### src/shared/wdg_pkg.sv
// Package with register map, reset values and timing constants of the watchdog
package wdg_pkg;
    localparam int unsigned ADDR_W = 12;
    localparam logic [7:0] PERIOD_INDEX = 8'ha7;
    localparam logic [ADDR_W-1:0] PERIOD_ADDR = {2'h0, PERIOD_INDEX, 2'h0};
    localparam logic [ADDR_W-1:0] CONTROL_ADDR = 12'h000;
    localparam logic [ADDR_W-1:0] SERVICE_ADDR = 12'h004;
    localparam logic [ADDR_W-1:0] STATUS_ADDR = 12'h008;
    localparam logic [ADDR_W-1:0] COUNT_ADDR = 12'h00c;
    localparam logic [7:0] SERVICE_KEY = 8'h5a;
    localparam logic [2:0] SELECT_RESET = 3'h0;
    localparam logic CONTROL_RESET = 1'b0;
    localparam int unsigned CLKS_PER_MACHINE = 12;
    localparam int unsigned TIMEOUT_EXP_BASE = 14;
    localparam int unsigned COUNT_W = 22;
    localparam int unsigned RESET_PULSE_CYCLES = 1;
    typedef enum logic [1:0] {
        WDG_RUN = 2'b00,
        WDG_POWER_DOWN = 2'b01,
        WDG_WAKE_WAIT = 2'b10
    } wdg_mode_type;
endpackage

### src/core/wdg_watchdog.sv
// Watchdog timer with time-out select, idle and power-down behaviour, APB slave
//
// Decided for this implementation: the register offsets and the APB slave port.
`timescale 1ns/1ps
`default_nettype none
module wdg_watchdog #(
    parameter int unsigned EXP_BASE = wdg_pkg::TIMEOUT_EXP_BASE,
    parameter int unsigned MACHINE_CLKS = wdg_pkg::CLKS_PER_MACHINE
) (
    input wire logic i_clk,
    input wire logic i_reset,
    input wire logic i_psel,
    input wire logic i_penable,
    input wire logic i_pwrite,
    input wire logic [wdg_pkg::ADDR_W-1:0] i_paddr,
    input wire logic [31:0] i_pwdata,
    output logic [31:0] o_prdata,
    output logic o_pready,
    output logic o_pslverr,
    input wire logic i_idle,
    input wire logic i_power_down_req,
    input wire logic i_ext_int_enable,
    input wire logic i_ext_int_n,
    output logic o_power_down,
    output logic o_system_reset
);
    import wdg_pkg::*;

    // Wake-up pin synchroniser
    logic int_meta, next_int_meta;
    logic int_sync, next_int_sync;
    // Register bus
    logic access, rd_setup, wr, mapped;
    logic [31:0] rdata, next_rdata;
    // Period and control registers
    logic [2:0] timeout_select, next_timeout_select;
    logic enable, next_enable;
    logic service;
    // Power mode
    wdg_mode_type mode, next_mode;
    logic wake_armed, next_wake_armed;
    logic enter_pd;
    // Counter
    logic [3:0] prescale, next_prescale;
    logic [COUNT_W-1:0] count, next_count;
    logic sys_reset, next_sys_reset;
    logic counting, mc_tick, expire, fire;
    logic [COUNT_W-1:0] limit;

    function automatic logic addr_hit(input logic [ADDR_W-1:0] a);
        addr_hit = (a == PERIOD_ADDR) || (a == CONTROL_ADDR) || (a == SERVICE_ADDR) ||
                   (a == STATUS_ADDR) || (a == COUNT_ADDR);
    endfunction

    // Bus decode; read data is loaded at the setup edge so it stands in the access phase
    assign access = i_psel && i_penable;
    assign rd_setup = i_psel && !i_penable && !i_pwrite;
    assign wr = access && i_pwrite;
    assign mapped = addr_hit(i_paddr);
    assign o_pready = 1'b1;
    assign o_pslverr = access && !mapped;
    assign o_prdata = rdata;
    assign o_power_down = (mode == WDG_POWER_DOWN);
    assign o_system_reset = sys_reset;

    // Pin passes two flip-flops before any logic reads it
    always_comb begin
        next_int_meta = i_ext_int_n;
        next_int_sync = int_meta;
    end

    always_ff @(posedge i_clk) begin
        int_meta <= next_int_meta;
        int_sync <= next_int_sync;
    end

    // Period and control registers
    always_comb begin
        next_timeout_select = timeout_select;
        next_enable = enable;
        if (wr && (i_paddr == PERIOD_ADDR)) begin
            next_timeout_select = i_pwdata[2:0];
        end
        if (wr && (i_paddr == CONTROL_ADDR)) begin
            next_enable = i_pwdata[0];
        end
    end

    always_ff @(posedge i_clk) begin
        if (i_reset) begin
            timeout_select <= SELECT_RESET;
            enable <= CONTROL_RESET;
        end else begin
            timeout_select <= next_timeout_select;
            enable <= next_enable;
        end
    end

    // Read data
    always_comb begin
        next_rdata = rdata;
        if (rd_setup) begin
            case (i_paddr)
                PERIOD_ADDR: next_rdata = {29'h0, timeout_select};
                CONTROL_ADDR: next_rdata = {31'h0, enable};
                STATUS_ADDR: next_rdata = {29'h0, sys_reset, mode};
                COUNT_ADDR: next_rdata = {10'h0, count};
                default: next_rdata = 32'h0;
            endcase
        end
    end

    always_ff @(posedge i_clk) begin
        if (i_reset) begin
            rdata <= 32'h0;
        end else begin
            rdata <= next_rdata;
        end
    end

    // Counter runs only in run mode, idle included; frozen in power-down and wake wait
    assign counting = enable && (mode == WDG_RUN);
    assign mc_tick = counting && (prescale == 4'(MACHINE_CLKS - 1));
    // Time-out is 2^(base+select) machine cycles; limit is that count minus one
    assign limit = COUNT_W'((23'h1 << (EXP_BASE + 32'(timeout_select))) - 23'h1);
    assign expire = mc_tick && (count >= limit);
    assign service = wr && (i_paddr == SERVICE_ADDR) && (i_pwdata[7:0] == SERVICE_KEY);
    // A service in the time-out cycle wins, so no pulse
    assign fire = expire && !service;

    always_comb begin
        next_prescale = prescale;
        next_count = count;
        next_sys_reset = 1'b0;
        if (service) begin
            next_prescale = 4'h0;
            next_count = '0;
        end else if (fire) begin
            next_sys_reset = 1'b1;
            next_prescale = 4'h0;
            next_count = '0;
        end else if (counting) begin
            if (mc_tick) begin
                next_prescale = 4'h0;
                next_count = count + COUNT_W'(1);
            end else begin
                next_prescale = prescale + 4'h1;
            end
        end
    end

    always_ff @(posedge i_clk) begin
        if (i_reset) begin
            prescale <= 4'h0;
            count <= '0;
            sys_reset <= 1'b0;
        end else begin
            prescale <= next_prescale;
            count <= next_count;
            sys_reset <= next_sys_reset;
        end
    end

    // Power-down is not entered in a cycle that fires the reset pulse
    assign enter_pd = (mode == WDG_RUN) && i_power_down_req && !i_idle && !fire;

    // Interrupt wake is armed only if enabled when power-down was entered
    always_comb begin
        next_mode = mode;
        next_wake_armed = wake_armed;
        case (mode)
            WDG_RUN: begin
                if (enter_pd) begin
                    next_mode = WDG_POWER_DOWN;
                    next_wake_armed = i_ext_int_enable;
                end
            end
            WDG_POWER_DOWN: begin
                if (wake_armed && !int_sync) begin
                    next_mode = WDG_WAKE_WAIT;
                end
            end
            WDG_WAKE_WAIT: begin
                // Counter stays halted until the pin is high again
                if (int_sync) begin
                    next_mode = WDG_RUN;
                    next_wake_armed = 1'b0;
                end
            end
            default: begin
                next_mode = WDG_RUN;
                next_wake_armed = 1'b0;
            end
        endcase
    end

    always_ff @(posedge i_clk) begin
        if (i_reset) begin
            // Hardware reset also leaves power-down
            mode <= WDG_RUN;
            wake_armed <= 1'b0;
        end else begin
            mode <= next_mode;
            wake_armed <= next_wake_armed;
        end
    end
endmodule
`default_nettype wire

### config.mk
export PLATFORM = sky130hd
export DESIGN_NAME = wdg_watchdog
export DESIGN_NICKNAME = d
export VERILOG_FILES = /design/src/shared/wdg_pkg.sv /design/src/core/wdg_watchdog.sv
export SDC_FILE = /design/constraint.sdc
export NUM_CORES = 1
export LEC_CHECK = 0
export ABC_AREA = 1
export CAP_MARGIN = 10
export CORE_ASPECT_RATIO = 1.4
export CORE_MARGIN = 2
export CORE_UTILIZATION = 43
export DETAILED_ROUTE_END_ITERATION = 7
export DONT_BUFFER_PORTS = 1
export HOLD_SLACK_MARGIN = 0.1
export PLACE_DENSITY_LB_ADDON = 0.2
export REMOVE_ABC_BUFFERS = 1
export SLEW_MARGIN = 20
export SYNTH_ARGS = -nofsm -noshare
export SYNTH_HDL_FRONTEND = slang
export SYNTH_SLANG_ARGS = --single-unit
export TNS_END_PERCENT = 20
### constraint.sdc
create_clock -name i_clk -period 7.9 [get_ports i_clk]
set_input_delay 0 -clock i_clk [delete_from_list [all_inputs] [get_ports i_clk]]
set_output_delay 0 -clock i_clk [all_outputs]
set_load 0.01 [all_outputs]
* Word level (Yosys, flattened, before mapping) *
Index checks and enable logic that the tools add are counted.

word-level totals
  bits in registers = 68
  input port bits = 53
  output and inout port bits = 36
  word-level logic and storage cells = 73

operators by class
  add/subtract/negate cells = 4
  order comparisons = 1
  equality and inequality tests = 11
  shifts and indexed selects = 1
  muxes and demuxes = 10
  bitwise logic cells = 1
  reduce and logical (&&, ||, !) cells = 35

operators with widths
  operator               count
  $pmux 22 s4            1
  $eq 12x4->1 const B    2
  $add 22x1->22 const B  1
  $ge 22x22->1           1
  $shl 1x5->22 const A   1
  $sub 22x1->22 const B  1
  $logic_and 1x1->1      17
  $eq 12x10->1 const B   1
  $eq 12x3->1 const B    1
  $logic_not 12->1       1
  $eq 8x7->1 const B     1
  $logic_not 1->1        7
  $mux 2                 3
  $pmux 2 s3             1
  $reduce_and 3->1       2
  $add 4x3->5 const A    1
  $add 4x1->4 const B    1
  $eq 4x4->1 const B     1
  $logic_or 1x1->1       4
  $mux 4                 1
  $ne 2x2->1 const B     2
  $mux 1                 3
  $pmux 1 s3             1
  $reduce_or 3->1        1
  other kinds (7)        7

* Longest topological paths before layout *
  depth after elaboration = 10
  mapped depth = 20
  depth with buffers taken out = 19

* Least setup slack after synthesis *
No wires, ideal clock.

  path type = register -> register
  start = register timeout_select[1]
  end = register count[14]
  setup time = 0.118 ns
  arrival = 2.545 ns
  data required time = 7.782 ns
  setup slack = 5.236 ns
  cell stages (with the launch flop) = 16
  path buffers = 2
  period minus slack after synthesis = 2.664 ns
  cells stage by stage = dfxtp_1 -> inv_1 -> buf_2 -> ha_1 -> inv_1 -> nand3_1 -> xor2_1 -> ha_1 -> nand4_1 -> nor3_1 -> nand3_1 -> nand4_1 -> nand2_1 -> nand2_1 -> buf_2 -> nor2_1

between the ends
  longest elaborated chain between the ends = 7

RTL lines
  item                              line                 source
  start: declaration                wdg_watchdog.sv:36   logic [2:0] timeout_select, next_timeout_select;
  start signal: assignment          wdg_watchdog.sv:94   timeout_select <= next_timeout_select;
  $add 4x3->5                       wdg_watchdog.sv:125  assign limit = COUNT_W'((23'h1 << (EXP_BASE + 32'(timeout_select))) - 23'h1);
  $shl 1x5->22                      wdg_watchdog.sv:125
  $sub 22x1->22                     wdg_watchdog.sv:125
  $ge 22x22->1                      wdg_watchdog.sv:126  assign expire = mc_tick && (count >= limit);
  $logic_and 1x1->1                 wdg_watchdog.sv:126
  $logic_and 1x1->1                 wdg_watchdog.sv:129  assign fire = expire && !service;
  $reduce_or 3->1 (no source line)  --
  end signal: assignment            wdg_watchdog.sv:159  count <= next_count;
  end: declaration                  wdg_watchdog.sv:45   logic [COUNT_W-1:0] count, next_count;

No other way between the ends.
A chain may end at the register's enable or synchronous reset.

* Final worst setup path *
  start = register timeout_select[1]
  end = register count[16]

The elaborated chain is that of the path after synthesis.

==> impl_metrics.ini <==
[cts]
clk_path_buf_depth = 2
cts-root-buf = clkbuf_8
cts_tree = done
cts.sinks = 58
path_clk_slew_ps = 60
cts_resized = 0
cts-htree-levels = 3
cts_made_buffers = 9
clk_latency_ps = 330

[global_routing]
antenna_found_initial = 0
grt_first_pass_wirelength_mm = 12.3
grtUsageTotal_pct = 18.5
grt_overflow_total = 0
grt_max_degree = 31
grt_pass1_vias = 2748

[timing]
finalHoldViolations = 0
skew_ps = 8.39
finalWorstSetupSlack_ps = 4530
rsz0062_at_grt = false
max_clock_freq_ghz = 0.297
tightest_slew_ps = 888
setup_violations = 0
setup-tns-final_ps = 0
final.min_clock_period_ps = 3370
max_slew_margin_pct = 40.7
fin_crit_sh_pct = 42.6
maxSlewViolCount = 0

[critical_path]
startpoint_type = register
cp.arrival_ps = 3590
worstPathRequired_ps = 8120
path_class = register to register
cp_max_fo = 26
end_kind = register

[floorplanning]
die_w_um = 77.9
core-area_um2 = 7410
row_count = 37
die_h_um = 108
dieArea_um2 = 8380
num_io_pins = 89
start_util_pct = 44.4

[power_and_ir_drop]
p_sw_mw = 0.145
irDropWorstVdd_uv = 110
clkPwrFrac_pct = 40.5
swShare_pct = 24.7
p_leak_nw = 1.47
power_frac_seq_pct = 51.6
p_int_mw = 0.441
power_per_cell_area_nw_per_um2 = 158
power_frac_comb_pct = 8.0

[synthesis]
yosysSeqAreaShare_pct = 35.3
netlist_instances = 457
ys_ff_latch = 58
yosysWarningCount = 0
avgSynthCellArea_um2 = 7.20
ys_types = 35
syn_area_um2 = 3290

[finish]
n_antenna_cell = 0
fillCellCount = 751
nNetsFinal = 554
synthToLayoutAreaGrowth_pct = 13.0
layout-drive-gt1-share_pct = 7.45

[job]
drv_cap = 0

[place]
routabilityCongestion = 0.884
dp_hpwl_mm = 5.33
place_ws_ps = 4480
port_buffers = 0

[route]
via_per_inst = 5.04
drt_iter0_markers = 81
ant_nets = 0
drcViolationCount = 0
vias = 2923
firstDrtPassIters = 5
wl_per_cell_um = 12.5
routed_wirelength_mm = 7.23

[status]
status = complete, no violations

[hold_path]
hp-class = input port to register
area by class of cell:
| type | count | area [um^2] | area share, % |
|---|---|---|---|
| Tap cell | 97 | 121 | 3.26 |
| Multi-Input combinational cell | 345 | 1880 | 50.5 |
| Timing Repair Buffer | 21 | 218 | 5.85 |
| Sequential cell | 58 | 1160 | 31.2 |
| Clock inverter | 3 | 15.0 | 0.404 |
| Inverter | 44 | 170 | 4.57 |
| Clock buffer | 12 | 155 | 4.17 |
placed cells by master (no fill, tap or decap), drive strengths merged, types with 2 or more instances in the layout:
master and n:
nand2 98, nor2 66, dfxtp 58, inv 43, nand3 42, a21oi 40, ha 22, dlygate4sd3 19
conb 14, xor2 13, clkbuf 12, nor3 10, nand4 8, xnor2 6, o21ai 5, nor4 5
a211oi 5, clkinv 4, or2 2, o211ai 2, o221ai 2, buf 2
power by group through the flow:
stage | Sequential (mW) | Combinational (mW) | Clock, mW
floorplan | 0.308 | 0.0323 | 0
global placement | 0.308 | 0.0379 | 0
detailed placement | 0.309 | 0.0387 | 0
CTS | 0.302 | 0.0472 | 0.247
global route | 0.303 | 0.0549 | 0.259
finish | 0.302 | 0.0467 | 0.237
cells by family after synthesis:
family | Yosys count | synth area share [%]
and+or+nand+nor | 233 | 32.4
buffers and inverters | 66 | 9.08
DFF | 58 | 35.3
AOI/OAI and AO/OA | 57 | 9.62
adders and majority gates | 22 | 8.36
xor gates and xnor gates | 19 | 5.06
other | 2 | 0.228
metal layers:
layer	routed length, um	up-vias	GRT usage [%]
met5	0	-	0
met4	90	0	6.27
met3	311	9	5.45
met2	3840	59	33.8
met1	2990	1335	20.2
li1	-	1520	-
per-stage QoR:
| step | power, mW | cells | hold WS (ps) | util [%] | cell area [um^2] |
|---|---|---|---|---|---|
| after global placement | 0.346 | 545 | 27.8 | 45.1 | 3340 |
| after floorplan | 0.340 | 447 | 27.7 | - | 3210 |
| final | 0.586 | 580 | 119 | 50.2 | 3720 |
| after global routing | 0.617 | 580 | 122 | 50.2 | 3720 |
| after CTS | 0.596 | 580 | 103 | 50.2 | 3720 |
| after detailed placement | 0.348 | 545 | 27.8 | 45.1 | 3340 |
worst max-delay path: stages, from the launching register on:
cell	delay, ps
dfxtp_1	380
inv_1	190
ha_1	390
inv_1	140
nand3_1	100
xor2_1	160
ha_1	290
nand4_1	160
nor3_1	230
nand3_1	100
nand4_1	110
nand2_1	100
nand2_1	660
a21oi_1	90
o21a_1	140
worst paths after layout:
kind	slack, ps	cells after the start	end	startpoint
max	4530	14	count[16]$_SDFFE_PP0P_	timeout_select[1]$_SDFFE_PP0P_
min reg2reg	330	0	int_sync$_DFF_P_	int_meta$_DFF_P_
max reg2reg	4530	14	count[16]$_SDFFE_PP0P_	timeout_select[1]$_SDFFE_PP0P_
min	120	4	o_prdata[4]$_SDFFE_PP0P_	i_psel
flip-flops by register name (all words and copies together), names as in the netlist:
signal	flops
count	22
o_prdata	22
prescale	4
timeout_select	3
mode	2
enable	1
int_meta	1
int_sync	1
o_system_reset	1
wake_armed	1
synthesized netlist by cell type, drive strengths merged:
library cell  number  share of area [%]
o221ai             2               0.53
a211oi             5                1.1
conb               2               0.23
nand2             98                 12
nor4               5               0.95
nor3b              1               0.23
dfxtp             58                 35
o211ai             2               0.46
xnor2              6                1.6
a31oi              1               0.19
o21ai              5               0.76
or2                2               0.38
nor4b              1               0.27
nand4              8                1.5
o21a               1               0.23
a21oi             40                6.1
nor3              10                1.7
ha                22                8.4
nor2              66                8.6
xor2              13                3.5
clkbuf             7               0.80
clkinv             1               0.11
buf               15                3.1
inv               43                5.1
o21bai             1               0.23
nand3             42                7.1
timing repair:
| item | 4_1_cts | 5_1_grt |
|---|---|---|
| endpoints found under the hold margin | 31 | 0 |
| buffers inserted | 0 | 0 |
| setup endpoints to repair | 0 | 0 |
| hold buffers | 20 | 0 |
No activity file was read; power rests on OpenSTA's default activity.
